`config.mk`:
```
export PLATFORM = sky130hd
export DESIGN_NAME = ccd_exec_core
export DESIGN_NICKNAME = d
export VERILOG_FILES = /design/src/rtl/ccd_pkg.sv /design/src/rtl/ccd_return_stack.sv /design/src/rtl/ccd_watchdog.sv /design/src/rtl/ccd_exec_core.sv
export VERILOG_INCLUDE_DIRS = /design/src /design/src/rtl
export SDC_FILE = /design/constraint.sdc
export NUM_CORES = 1
export LEC_CHECK = 0
export BUFFER_PORTS_ARGS = -buffer_cell sky130_fd_sc_hd__buf_2
export CAP_MARGIN = 40
export CORE_MARGIN = 2
export CORE_UTILIZATION = 43
export CTS_CLUSTER_SIZE = 14
export DETAILED_ROUTE_END_ITERATION = 8
export PLACE_DENSITY = 0.63
export SYNTH_ARGS = -nofsm -noshare
export SYNTH_HDL_FRONTEND = slang
export SYNTH_SLANG_ARGS = --single-unit
```
`constraint.sdc`:
```
create_clock -name CLK_I -period 7.22 [get_ports CLK_I]
set_input_delay 0.361 -clock CLK_I [delete_from_list [all_inputs] [get_ports CLK_I]]
set_output_delay 0.361 -clock CLK_I [all_outputs]
set_load 0.05 [all_outputs]
```
`src/rtl/ccd_consts.svh`:
```
// Constants for the clear, call and decrement execution block.
// Assumes it is included by bare name after the include path is set to rtl/.
`ifndef CCD_CONSTS_SVH
`define CCD_CONSTS_SVH

// Widths and depths
`define PC_W          13
`define DATA_W        8
`define FADDR_W       7
`define INSTR_W       14
`define FILE_DEPTH    128
`define STACK_DEPTH   8
`define STACK_PTR_W   3
`define PAGE_W        5
`define CALL_K_W      11
`define DOG_CNT_W     8
`define DOG_PRE_W     8

// Watchdog prescaler terminal count, in instruction cycles
`define DOG_PRE_LIMIT 8'h80

// Instruction word field positions
`define OP_HI         13
`define OP_LO         8
`define CALL_PFX_LO   11
`define DEST_BIT      7
`define PAGE_HI       4
`define PAGE_LO       3

// Opcode encodings
`define OP_CALL_PFX   3'h4
`define OP_INVERT     6'h11
`define OP_DEC        6'h12
`define OP_DEC_SKIP   6'h13
`define OP_ZERO       6'h14
`define OP_DOG_CLEAR  14'h0015

// Reset and constant values
`define PC_RESET      13'h0000
`define ZERO_BYTE     8'h00
`define ONE_BYTE      8'h01
`define PC_ONE        13'h0001
`define PC_TWO        13'h0002

`endif

```
`src/rtl/ccd_pkg.sv`:
```
// Types shared by the clear, call and decrement execution block.
// Assumes nothing beyond a SystemVerilog compiler.
package ccd_pkg;

  // Core sequencing state
  typedef enum logic [0:0] {
    ST_EXEC  = 1'b0,
    ST_FLUSH = 1'b1
  } core_state_t;

  // Decoded instruction class
  typedef enum logic [2:0] {
    OPC_NONE     = 3'b000,
    OPC_DOG      = 3'b001,
    OPC_CALL     = 3'b010,
    OPC_INVERT   = 3'b011,
    OPC_ZERO_F   = 3'b100,
    OPC_ZERO_A   = 3'b101,
    OPC_DEC      = 3'b110,
    OPC_DEC_SKIP = 3'b111
  } op_class_t;

endpackage : ccd_pkg

```
`src/rtl/ccd_return_stack.sv`:
```
// Circular hardware return stack holding program counter values.
// Assumes one push per cycle at most; overflow wraps and overwrites the oldest.
`timescale 1ns/10ps
`default_nettype none
`include "ccd_consts.svh"

module ccd_return_stack
  import ccd_pkg::*;
(
  input  wire logic              clk_i,
  input  wire logic              rstn_i,
  input  wire logic              push_i,
  input  wire logic [`PC_W-1:0]  data_i,
  output logic      [`PC_W-1:0]  top_o
);

  logic [`PC_W-1:0]        entry_mem [`STACK_DEPTH];
  logic [`STACK_PTR_W-1:0] ptr_reg;
  logic [`PC_W-1:0]        top_reg;

  // Entries are storage only, so they carry no reset
  always_ff @(posedge clk_i) begin
    if (push_i) begin
      entry_mem[ptr_reg] <= data_i;
    end
  end

  // Pointer wraps silently; there is no overflow indication by design
  always_ff @(posedge clk_i) begin
    if (!rstn_i) begin
      ptr_reg <= '0;
      top_reg <= `PC_RESET;
    end else if (push_i) begin
      ptr_reg <= ptr_reg + 1'b1;
      top_reg <= data_i;
    end
  end

  assign top_o = top_reg;

endmodule : ccd_return_stack
`default_nettype wire

```
`src/rtl/ccd_watchdog.sv`:
```
// Watchdog counter with its prescaler, counting one step per instruction cycle.
// Assumes the clear input is a one-cycle pulse from the instruction decoder.
`timescale 1ns/10ps
`default_nettype none
`include "ccd_consts.svh"

module ccd_watchdog
  import ccd_pkg::*;
#(
  parameter logic [`DOG_PRE_W-1:0] PRE_LIMIT = `DOG_PRE_LIMIT
)
(
  input  wire logic                  clk_i,
  input  wire logic                  rstn_i,
  input  wire logic                  clear_i,
  output logic      [`DOG_CNT_W-1:0] count_o,
  output logic      [`DOG_PRE_W-1:0] prescale_o,
  output logic                       expire_o
);

  logic [`DOG_PRE_W-1:0] pre_reg;
  logic [`DOG_CNT_W-1:0] cnt_reg;
  logic                  pre_wrap;
  logic                  expire_reg;

  assign pre_wrap = (pre_reg == PRE_LIMIT - 1'b1);

  // Clear beats counting, but an expiry registered the cycle before can still coincide with a clear
  always_ff @(posedge clk_i) begin
    if (!rstn_i || clear_i) begin
      pre_reg    <= '0;
      cnt_reg    <= '0;
      expire_reg <= 1'b0;
    end else begin
      pre_reg    <= pre_wrap ? '0 : pre_reg + 1'b1;
      cnt_reg    <= pre_wrap ? cnt_reg + 1'b1 : cnt_reg;
      expire_reg <= pre_wrap && (&cnt_reg);
    end
  end

  assign count_o    = cnt_reg;
  assign prescale_o = pre_reg;
  assign expire_o   = expire_reg;

endmodule : ccd_watchdog
`default_nettype wire

```
`src/rtl/ccd_exec_core.sv`:
```
// Execution core for watchdog clear, call, invert, zero and decrement instructions.
// Assumes program memory answers PROG_ADDR_O combinationally on INSTR_I in the
// same cycle, one clock per instruction cycle, and that the page latch and
// external file writes come from logic on the same clock.
// Nothing executes while reset is held; the file array itself is never cleared.
//
// The plain strobed port and the register offsets were decided locally.
`timescale 1ns/10ps
`default_nettype none
`include "ccd_consts.svh"

// Summary of operation
// - The watchdog clear instruction returns the watchdog counter to zero.
// - The same instruction also returns the watchdog prescaler to zero.
// - The same instruction sets the expiry and sleep flags, both active low, to one and nothing else.
// - A call pushes the address of the next instruction, the program counter plus one, onto the stack.
// - A call loads its eleven-bit immediate into counter bits 10:0 and page latch bits 4:3 into bits 12:11.
// - A call takes two instruction cycles and changes no status flag.
// - Invert complements the file register and stores it in the accumulator for d=0 or the file for d=1.
// - Zero file writes zero to the addressed file register and sets the zero flag.
// - Zero accumulator writes zero to the accumulator and sets the zero flag.
// - Decrement subtracts one from the file register and stores it per the destination bit.
// - Decrement and skip stores per the destination bit and on a zero result runs a no-op in place of the next instruction.
// - On a nonzero result decrement and skip runs the next instruction normally and never touches a flag.
module ccd_exec_core
  import ccd_pkg::*;
#(
  parameter logic [`DOG_PRE_W-1:0] DOG_PRE_LIMIT = `DOG_PRE_LIMIT
)
(
  input  wire logic                  CLK_I,
  input  wire logic                  RSTN_I,
  input  wire logic [`INSTR_W-1:0]   INSTR_I,
  output logic      [`PC_W-1:0]      PROG_ADDR_O,
  input  wire logic [`PAGE_W-1:0]    PAGE_LATCH_I,
  input  wire logic                  FILE_WE_I,
  input  wire logic [`FADDR_W-1:0]   FILE_WADDR_I,
  input  wire logic [`DATA_W-1:0]    FILE_WDATA_I,
  input  wire logic [`FADDR_W-1:0]   FILE_RADDR_I,
  output logic      [`DATA_W-1:0]    FILE_RDATA_O,
  input  wire logic                  SLEEP_ENTER_I,
  output logic      [`DATA_W-1:0]    ACC_O,
  output logic                       ZERO_FLAG_O,
  output logic                       DOG_EXPIRY_N_O,
  output logic                       SLEEP_N_O,
  output logic      [`PC_W-1:0]      STACK_TOP_O,
  output logic                       STACK_PUSH_O,
  output logic                       DOG_CLEAR_O,
  output logic      [`DOG_CNT_W-1:0] DOG_COUNT_O,
  output logic      [`DOG_PRE_W-1:0] DOG_PRESCALE_O,
  output logic                       FLUSH_O
);

  // Sequencing and architectural state
  core_state_t               state_reg;
  core_state_t               state_next;
  logic [`PC_W-1:0]          pc_reg;
  logic [`PC_W-1:0]          pc_next;
  logic [`DATA_W-1:0]        acc_reg;
  logic                      zero_reg;
  logic                      dog_expiry_flag_n;
  logic                      sleep_flag_n;
  logic [`DATA_W-1:0]        rdata_reg;

  // File register storage
  logic [`DATA_W-1:0]        file_mem [`FILE_DEPTH];

  // Decode results
  op_class_t                 op_class;
  logic [`OP_HI-`OP_LO:0]    op_field;
  logic                      dest_file;
  logic [`FADDR_W-1:0]       faddr;
  logic [`CALL_K_W-1:0]      call_k;
  logic [`DATA_W-1:0]        fval;
  logic [`DATA_W-1:0]        result;
  logic                      result_zero;
  logic                      exec_valid;

  // Side effects of the decoded instruction
  logic                      wr_file;
  logic                      wr_acc;
  logic                      wr_zero;
  logic                      zero_value;
  logic                      watchdog_clear_op;
  logic                      push;
  logic                      dog_expire;

  // Call operands
  logic [`PC_W-1:0]          ret_addr;
  logic [`PAGE_HI-`PAGE_LO:0] page_bits;
  logic [`PC_W-1:0]          stack_top;

  // Instruction fields
  assign op_field  = INSTR_I[`OP_HI:`OP_LO];
  assign dest_file = INSTR_I[`DEST_BIT];
  assign faddr     = INSTR_I[`FADDR_W-1:0];
  assign call_k    = INSTR_I[`CALL_K_W-1:0];

  // A flush cycle ignores whatever word program memory presents
  assign exec_valid = (state_reg == ST_EXEC);

  // Decode; unknown words act as no-ops so stray code cannot corrupt state
  // Calls match on their three-bit prefix ahead of the six-bit opcodes
  always_comb begin
    op_class = OPC_NONE;
    if (!exec_valid) begin
      op_class = OPC_NONE;
    end else if (!RSTN_I) begin
      // Nothing executes under reset, so no instruction file write can slip in at the reset edge
      op_class = OPC_NONE;
    end else if (INSTR_I == `OP_DOG_CLEAR) begin
      op_class = OPC_DOG;
    end else if (INSTR_I[`OP_HI:`CALL_PFX_LO] == `OP_CALL_PFX) begin
      op_class = OPC_CALL;
    end else begin
      case (op_field)
        `OP_INVERT: begin
          op_class = OPC_INVERT;
        end
        `OP_DEC: begin
          op_class = OPC_DEC;
        end
        `OP_DEC_SKIP: begin
          op_class = OPC_DEC_SKIP;
        end
        `OP_ZERO: begin
          op_class = dest_file ? OPC_ZERO_F : OPC_ZERO_A;
        end
        default: begin
          op_class = OPC_NONE;
        end
      endcase
    end
  end

  // Operand read is asynchronous from the file array
  assign fval = file_mem[faddr];

  // Result datapath
  // Zero opcodes still read the operand; the value is simply not used
  always_comb begin
    result = `ZERO_BYTE;
    case (op_class)
      OPC_INVERT: begin
        result = ~fval;
      end
      OPC_DEC, OPC_DEC_SKIP: begin
        result = fval - `ONE_BYTE;
      end
      OPC_ZERO_F, OPC_ZERO_A: begin
        result = `ZERO_BYTE;
      end
      default: begin
        result = `ZERO_BYTE;
      end
    endcase
  end

  assign result_zero = (result == `ZERO_BYTE);

  // Destination and flag steering
  // Decrement and skip stores like decrement but never touches the flag
  always_comb begin
    wr_file    = 1'b0;
    wr_acc     = 1'b0;
    wr_zero    = 1'b0;
    zero_value = 1'b0;
    case (op_class)
      OPC_INVERT, OPC_DEC: begin
        wr_file    = dest_file;
        wr_acc     = !dest_file;
        wr_zero    = 1'b1;
        zero_value = result_zero;
      end
      OPC_DEC_SKIP: begin
        wr_file    = dest_file;
        wr_acc     = !dest_file;
        wr_zero    = 1'b0;
      end
      OPC_ZERO_F: begin
        wr_file    = 1'b1;
        wr_zero    = 1'b1;
        zero_value = 1'b1;
      end
      OPC_ZERO_A: begin
        wr_acc     = 1'b1;
        wr_zero    = 1'b1;
        zero_value = 1'b1;
      end
      default: begin
        wr_file    = 1'b0;
      end
    endcase
  end

  assign watchdog_clear_op = (op_class == OPC_DOG);
  assign push              = (op_class == OPC_CALL);

  // Call operands; the return address wraps at the top of program memory
  assign ret_addr  = pc_reg + `PC_ONE;
  assign page_bits = PAGE_LATCH_I[`PAGE_HI:`PAGE_LO];

  // Next program counter and sequencing state
  // A taken skip jumps straight over the discarded word, so that word is never decoded
  always_comb begin
    pc_next    = pc_reg + `PC_ONE;
    state_next = ST_EXEC;
    case (op_class)
      OPC_CALL: begin
        pc_next    = {page_bits, call_k};
        state_next = ST_FLUSH;
      end
      OPC_DEC_SKIP: begin
        if (result_zero) begin
          pc_next    = pc_reg + `PC_TWO;
          state_next = ST_FLUSH;
        end else begin
          pc_next    = pc_reg + `PC_ONE;
        end
      end
      default: begin
        // A flush cycle holds the counter so the target or skip address runs next
        if (!exec_valid) begin
          pc_next = pc_reg;
        end
      end
    endcase
  end

  // Program counter and state registers
  // Reset parks the core at address zero with no flush pending
  always_ff @(posedge CLK_I) begin
    if (!RSTN_I) begin
      pc_reg    <= `PC_RESET;
      state_reg <= ST_EXEC;
    end else begin
      pc_reg    <= pc_next;
      state_reg <= state_next;
    end
  end

  // Accumulator
  // Written only by the clear, invert and decrement forms that target it
  always_ff @(posedge CLK_I) begin
    if (!RSTN_I) begin
      acc_reg <= `ZERO_BYTE;
    end else if (wr_acc) begin
      acc_reg <= result;
    end
  end

  // File writes: the instruction owns the single write port, external loads yield
  // A dropped external load is lost, not retried, so the writer must avoid such cycles
  always_ff @(posedge CLK_I) begin
    if (wr_file) begin
      file_mem[faddr] <= result;
    end else if (FILE_WE_I) begin
      file_mem[FILE_WADDR_I] <= FILE_WDATA_I;
    end
  end

  // Zero flag; calls, skips and watchdog clears leave it untouched
  // Carries live outside this block, so only the zero flag is kept here
  always_ff @(posedge CLK_I) begin
    if (!RSTN_I) begin
      zero_reg <= 1'b0;
    end else if (wr_zero) begin
      zero_reg <= zero_value;
    end
  end

  // Expiry flag: set by the clear instruction, cleared when the watchdog runs out
  // An expiry registered the cycle before can meet a clear; the clear then wins
  always_ff @(posedge CLK_I) begin
    if (!RSTN_I) begin
      dog_expiry_flag_n <= 1'b1;
    end else if (watchdog_clear_op) begin
      dog_expiry_flag_n <= 1'b1;
    end else if (dog_expire) begin
      dog_expiry_flag_n <= 1'b0;
    end
  end

  // Sleep flag: the set by the clear instruction wins over a same-cycle sleep entry
  // Sleep entry comes as a one-cycle pulse from power logic on this clock
  always_ff @(posedge CLK_I) begin
    if (!RSTN_I) begin
      sleep_flag_n <= 1'b1;
    end else if (watchdog_clear_op) begin
      sleep_flag_n <= 1'b1;
    end else if (SLEEP_ENTER_I) begin
      sleep_flag_n <= 1'b0;
    end
  end

  // Observation port, registered so it shows the file one cycle after the address
  // It shows the value from before any write at the same edge
  always_ff @(posedge CLK_I) begin
    if (!RSTN_I) begin
      rdata_reg <= `ZERO_BYTE;
    end else begin
      rdata_reg <= file_mem[FILE_RADDR_I];
    end
  end

  // Return stack takes the address after the call
  // A deep nest overwrites the oldest entry without warning
  ccd_return_stack u_stack (
    .clk_i  (CLK_I),
    .rstn_i (RSTN_I),
    .push_i (push),
    .data_i (ret_addr),
    .top_o  (stack_top)
  );

  // Watchdog counter and prescaler share the one clear strobe
  // Counting goes on through flush cycles, one step per instruction cycle
  ccd_watchdog #(
    .PRE_LIMIT (DOG_PRE_LIMIT)
  ) u_watchdog (
    .clk_i      (CLK_I),
    .rstn_i     (RSTN_I),
    .clear_i    (watchdog_clear_op),
    .count_o    (DOG_COUNT_O),
    .prescale_o (DOG_PRESCALE_O),
    .expire_o   (dog_expire)
  );

  // Output drive: data and flags straight from flip-flops
  assign PROG_ADDR_O    = pc_reg;
  assign FILE_RDATA_O   = rdata_reg;
  assign ACC_O          = acc_reg;
  assign ZERO_FLAG_O    = zero_reg;
  assign DOG_EXPIRY_N_O = dog_expiry_flag_n;
  assign SLEEP_N_O      = sleep_flag_n;
  assign STACK_TOP_O    = stack_top;

  // Push and clear strobes come from the decode, so they stand only in the execute cycle
  assign STACK_PUSH_O   = push;              // Combinational strobe
  assign DOG_CLEAR_O    = watchdog_clear_op; // Combinational strobe
  assign FLUSH_O        = !exec_valid;

endmodule : ccd_exec_core
`default_nettype wire

```
Word level (Yosys, flattened, before mapping)
Memory sizes are Yosys's and may differ from the RTL's. A register that Yosys moved wholly into a read port is not among the register bits.
Index checks and enable logic that the tools add are counted.
{"block": "classes", "add_sub_neg": 5, "eq_ne": 15, "mux": 24, "n_bitwise": 2, "reduce_logical": 15}
{"operator": "13-bit two-way mux", "n": 2}
{"operator": "13-bit case mux with 2 select lines", "n": 1}
{"operator": "6-bit by 5-bit == test with 1-bit output (second input constant)", "n": 4}
{"operator": "8-bit by 1-bit adder with 8-bit output (second input constant)", "n": 2}
{"operator": "8-bit case mux with 2 select lines", "n": 1}
{"operator": "3-bit == test (second input constant)", "n": 5}
{"operator": "14-bit by 5-bit == test with 1-bit output (second input constant)", "n": 1}
{"operator": "13-bit by 1-bit adder with 13-bit output (second input constant)", "n": 1}
{"operator": "13-bit by 2-bit adder with 13-bit output (second input constant)", "n": 1}
{"operator": "3-bit two-way mux", "n": 4}
{"operator": "3-bit case mux with 4 select lines", "n": 1}
{"operator": "2-bit OR reduction", "n": 5}
{"operator": "1-bit two-way mux", "n": 9}
{"operator": "8-bit by 7-bit == test with 1-bit output (second input constant)", "n": 1}
{"operator": "8-bit zero test", "n": 1}
{"operator": "8-bit two-way mux", "n": 1}
{"operator": "8-bit NOT", "n": 1}
{"operator": "1-bit case mux with 2 select lines", "n": 4}
{"operator": "8-bit AND reduction", "n": 1}
{"operator": "8-bit OR reduction", "n": 1}
{"operator": "8-bit by 1-bit subtractor with 8-bit output (second input constant)", "n": 1}
{"operator": "7-bit two-way mux", "n": 1}
{"operator": "3-bit by 2-bit == test with 1-bit output (second input constant)", "n": 2}
{"operator": "4-bit OR reduction", "n": 1}
{"operator": "7 further kinds", "n": 9}
{"block": "word_totals", "reg_bits": 55, "ramBits": 1024, "input_bits": 45, "output_inout_bits": 64, "wordCells": 72, "mem_count": 1}
{"name": "file_mem", "words": 128, "width": 8, "read_ports": 2, "rd_ports_with_merged_regs": 1, "wr": 1, "line_no": "ccd_exec_core.sv:66", "text": "logic [`DATA_W-1:0] file_mem [`FILE_DEPTH];"}

Depth between registers and ports, before layout
{"block": "logic_depth", "depth_word": 13, "mapped_depth": 24, "ltp_nobuf": 16}

By module
A second synthesis with hierarchy kept.
{"block": "hier_totals", "cells_unflattened": 2824, "area_unflattened_um2": 52052.4}
{"mod": "ccd_exec_core", "n_inst": 1, "cells_per_inst": 2693, "area_each_um2": 50734.9, "seq_area_each_um2": 31410.1}
{"mod": "ccd_watchdog", "n_inst": 1, "cells_per_inst": 89, "area_each_um2": 810.8, "seq_area_each_um2": 340.3}
{"mod": "ccd_return_stack", "n_inst": 1, "cells_per_inst": 42, "area_each_um2": 506.7, "seq_area_each_um2": 260.2}

Worst setup path after synthesis
OpenSTA, ideal clock, no wires.
{"block": "synth_path", "kind": "input-to-reg", "from": "in INSTR_I[1]", "to": "mem file_mem[0][6] (netlist name), data pin", "setup_ns": 0.892, "t_arrival_ns": 6.979, "t_required_ns": 6.328, "path_slack_ns": -0.651, "stages": 14, "path_buffers": 4, "cell_sequence": "buf_6 buf_8 buf_8 buf_6 mux4_2 mux4_2 nor2b_1 o41ai_1 ha_1 o41ai_1 or4_1 xnor2_1 a2bb2oi_1 a21oi_1"}
{"block": "synth_via", "elab_chain_len": 11, "elab_cells_between_ends": 19, "cone_classes": "add/sub: 1; eq/ne: 5; mux: 8; bitwise: 1; reduce/logical: 3; memory: 1"}
{"element": "start: declaration", "line_no": "ccd_exec_core.sv:33", "text": "input wire logic [`INSTR_W-1:0] INSTR_I,"}
{"element": "branches (longest 10 deep; another with memory 128 x 8 bit)"}
{"element": "8-bit two-way mux (no line) *"}
{"element": "end: declaration", "line_no": "ccd_exec_core.sv:66"}
Mark *: on every way between the ends.

Worst setup path in the final report
{"block": "layout_path", "from": "in INSTR_I[0]", "to": "reg pc_reg[5], in the netlist PROG_ADDR_O[5]"}
{"block": "layout_via", "elab_chain_len": 10, "elab_cells_between_ends": 17, "cone_classes": "add/sub: 1; eq/ne: 6; mux: 6; bitwise: 1; reduce/logical: 2; memory: 1"}
{"element": "branches (longest 10 deep; another with memory 128 x 8 bit)"}
{"element": "end signal: assignment", "line_no": "ccd_exec_core.sv:234", "text": "pc_reg <= `PC_RESET;"}
{"element": "end signal: assignment", "line_no": "ccd_exec_core.sv:237", "text": "pc_reg <= pc_next;"}
{"element": "end: declaration", "line_no": "ccd_exec_core.sv:57", "text": "logic [`PC_W-1:0] pc_reg;"}
Several ways; the timed one is not identified.
A chain may end at the register's enable or synchronous reset.

==> reports/qor.yml <==
grt_max_degree: 129
cp_slowest_stage_delay_ps: 660
avgRoutedWirePerCell_um: 33.9
numClockSinks: 1087
yosysUniqueCellTypes: 79
fin_nets: 3232
holdPathStages: 4
slowest_stage: "and2_1"
drc: 0
drive_gt1_share_pct: 32.9
r2r-end: "PROG_ADDR_O[5]"
synth_warnings: 0
cts_buffers: 113
ys.flop_type: "edfxtp_1"
crit_type: "primary input to flop"
grt_pass1_wl_mm: 235
r2r-start: "file_mem[7][0]"
fin_crit_sh_pct: 78.8
holdPathEnd: "PROG_ADDR_O[11]"
clk_pin_slew_ps: 60
antenna_found_initial: 12
intPower_mw: 11.0
die_w_um: 352
arrival_ps: 6280
clockRootBuffer: "clkbuf_16"
dpl.hpwl_mm: 111
drt_iter0_markers: 5000
avgSynthCellArea_um2: 17.6
critical_path.most_common_cell: "and2_1"
vdd.ir_drop.worst_mv: 0.201
grtUsageTotal_pct: 26.4
ant_nets: 0
yosysTopAreaCellShare_pct: 59.0
tightest_slew_ps: 1020
syn-cell-area_mm2: 0.0521
htreeDepth: 3
insertion_delay_ps: 730
min_path_type: "primary input to flop"
vias_per_cell: 6.58
final_hold_viol_count: 0
crit_chain: "buf_8 > buf_4 > and2_1 > a22oi_1 > a21oi_1 > a221oi_1 > o21ai_0 > and2_1 > ha_1 > o41ai_1 > or4_1 > xnor2_1 > a2bb2oi_1 > o221ai_1 > nor3_2 > nor2_1 > or3_1 > a32o_1"
status: "finished, final reports clean"
ys_ff_latch: 1087
cts_tree: "yes"
ys_async_sr_fraction_pct: 0
place.port_buffers: 105
rsz0062_at_grt: "no"
setup_tns_ps: 0
cp.buffers_inverters: 2
yosysSeqAreaShare_pct: 61.4
initial_core_util_pct: 43.4
post-route-util_pct: 49.6
yosys-top-cells-area: "edfxtp_1 (59%), mux4_2 (22%), mux2i_1 (4.2%), dfxtp_1 (2.4%), nor2_1 (1.7%)"
synth_largest_area_cell: "edfxtp_1"
die-height_um: 352
pwr-share-seq_pct: 48.7
switching_share_pct: 23.6
crit_path_end_kind: "flop"
p_sw_mw: 3.38
critical-path-top-delay-family: "simple AND/OR/NAND/NOR gates"
maxCapViolations: 0
synthCells: 2955
leakage_nw: 19.2
relSlewSlack_pct: 31.9
synth.net_count: 3005
gp_congestion: 0.930
clockBufferDepth: 3
start_kind: "primary input"
coreArea_mm2: 0.120
vias: 32200
drt_pre_antenna_iters: 6
maxSlewViolCount: 0
drt_wl_total_mm: 166
grt_pass1_vias: 32000
cp_max_fo: 68
dieArea_mm2: 0.124
ioPinCount: 109
cp.required_ps: 7810
reg2reg_slack_ps: 1690
p_clk_share_pct: 41.9
overflow: 0
synth_edf_count: 1024
area_growth_pct: 14.3
combPwrFrac_pct: 9.4
finalSetupViolCount: 0
rows: 127
max_freq_mhz: 176
min_period_ps: 5690
ff2ff_path_depth: 14
fin_skew_ps: 45.1
min-delay-start: "PAGE_LATCH_I[3]"
power-per-cell-area_mw_per_mm2: 241
==> logic make-up after synthesis <==
| logic type | Yosys count | share of synthesized area, % |
|---|---|---|
| AO/OA/AOI/OAI | 318 | 4.26 |
| XOR/XNOR | 32 | 0.538 |
| adder cells (fa/ha/maj) | 5 | 0.120 |
| buffers and inverters | 261 | 2.58 |
| flip-flops | 1087 | 61.4 |
| multiplexers | 737 | 26.4 |
| AND/OR/NAND/NOR | 515 | 4.65 |
==> placed cells by master, fill, tap and decap left out, drive strengths merged, types with 46 or more instances in the layout <==
cell type,count
a21oi,64
a22oi,87
buf,346
clkbuf,142
clkinv,46
dfxtp,63
edfxtp,1024
mux2i,217
mux4,507
nand2,82
nor2,242
==> worst register-to-register path, delay by kind of cell, from the launching register on <==
| kind | cells | cell delay [ps] |
|---|---|---|
| AOI/OAI and AO/OA | 5 | 1860 |
| and+or+nand+nor | 5 | 1660 |
| muxes | 2 | 1060 |
| DFF | 1 | 380 |
| adders and majority gates | 1 | 320 |
| xor gates and xnor gates | 1 | 150 |
==> routing by layer <==
layer	routed length (um)	global-route usage [%]	up-vias
met5	66	0	-
met4	7000	9.85	10
met3	19500	6.69	369
met2	76600	40.9	2151
met1	62700	36.2	16900
li1	-	-	12800
==> cells in the mapped netlist, drive strengths merged, types with 22 or more instances <==
library cell,instances
clkbuf,121
buf,117
nand2,82
dfxtp,63
nor3,26
mux2i,217
nand3,30
o22ai,22
mux4,507
inv,22
a21oi,64
nor2b,25
o21ai,33
a211oi,30
nor2,242
edfxtp,1024
a22oi,87
==> metrics by stage <==
| stage | cells | setup WS [ps] | hold WS, ps | total power [mW] | cell area, um2 |
|---|---|---|---|---|---|
| floorplan | 2955 | 55.2 | 481 | 7.96 | 52100 |
| CTS | 4891 | 1750 | 29.5 | 14.4 | 59500 |
| global route | 4892 | 1270 | 58.3 | 14.7 | 59500 |
| detailed placement | 4674 | 1010 | 462 | 8.44 | 55700 |
| finish | 4893 | 1530 | 60.5 | 14.3 | 59500 |
| global placement | 4615 | 1190 | 448 | 8.41 | 55100 |
==> worst max path at each step <==
stage	startpoint	end	slack (ps)	cells after the start
after CTS	INSTR_I[0]	PROG_ADDR_O[5]	1750	17
after detailed placement	INSTR_I[0]	PROG_ADDR_O[5]	1010	17
after global placement	INSTR_I[0]	PROG_ADDR_O[10]	1190	18
after floorplan	INSTR_I[1]	file_mem[0][7]	60	16
final	INSTR_I[0]	PROG_ADDR_O[5]	1530	18
after global routing	INSTR_I[0]	PROG_ADDR_O[5]	1270	18
==> cell type report <==
| type | count | area, um2 |
|---|---|---|
| antenna | 1 | 2.50 |
| timing repair buffer | 350 | 2750 |
| inverter | 23 | 86.3 |
| tap | 1612 | 2020 |
| fill | 9884 | 60600 |
| sequential | 1087 | 32000 |
| clock buffer | 142 | 3020 |
| clock inverter | 71 | 792 |
| multi-input combinational | 1607 | 18900 |
==> power groups by stage <==
| stage | clock (mW) | sequential (mW) | combinational, mW |
|---|---|---|---|
| final | 6.01 | 6.99 | 1.34 |
| after global routing | 6.32 | 6.99 | 1.39 |
| after CTS | 6.07 | 6.99 | 1.32 |
| after detailed placement | 0 | 7.12 | 1.32 |
| after global placement | 0 | 7.12 | 1.29 |
| after floorplan | 0 | 7.18 | 0.786 |
==> repair_timing <==
action                    4_1_cts  5_1_grt
resized for setup               0        0
hold endpoints to repair        3        0
hold buffers                    4        0
setup buffers                   0        0
==> state kept, by name (all words and copies together) (netlist names) <==
register               flops
SLEEP_N_O                  1
u_watchdog.expire_o        1
FLUSH_O                    1
u_watchdog.count_o         8
FILE_RDATA_O               8
u_stack.top_o             13
ZERO_FLAG_O                1
ACC_O                      8
PROG_ADDR_O               13
file_mem                1024
DOG_EXPIRY_N_O             1
u_watchdog.prescale_o      8
(Power assumes the default switching activity.)
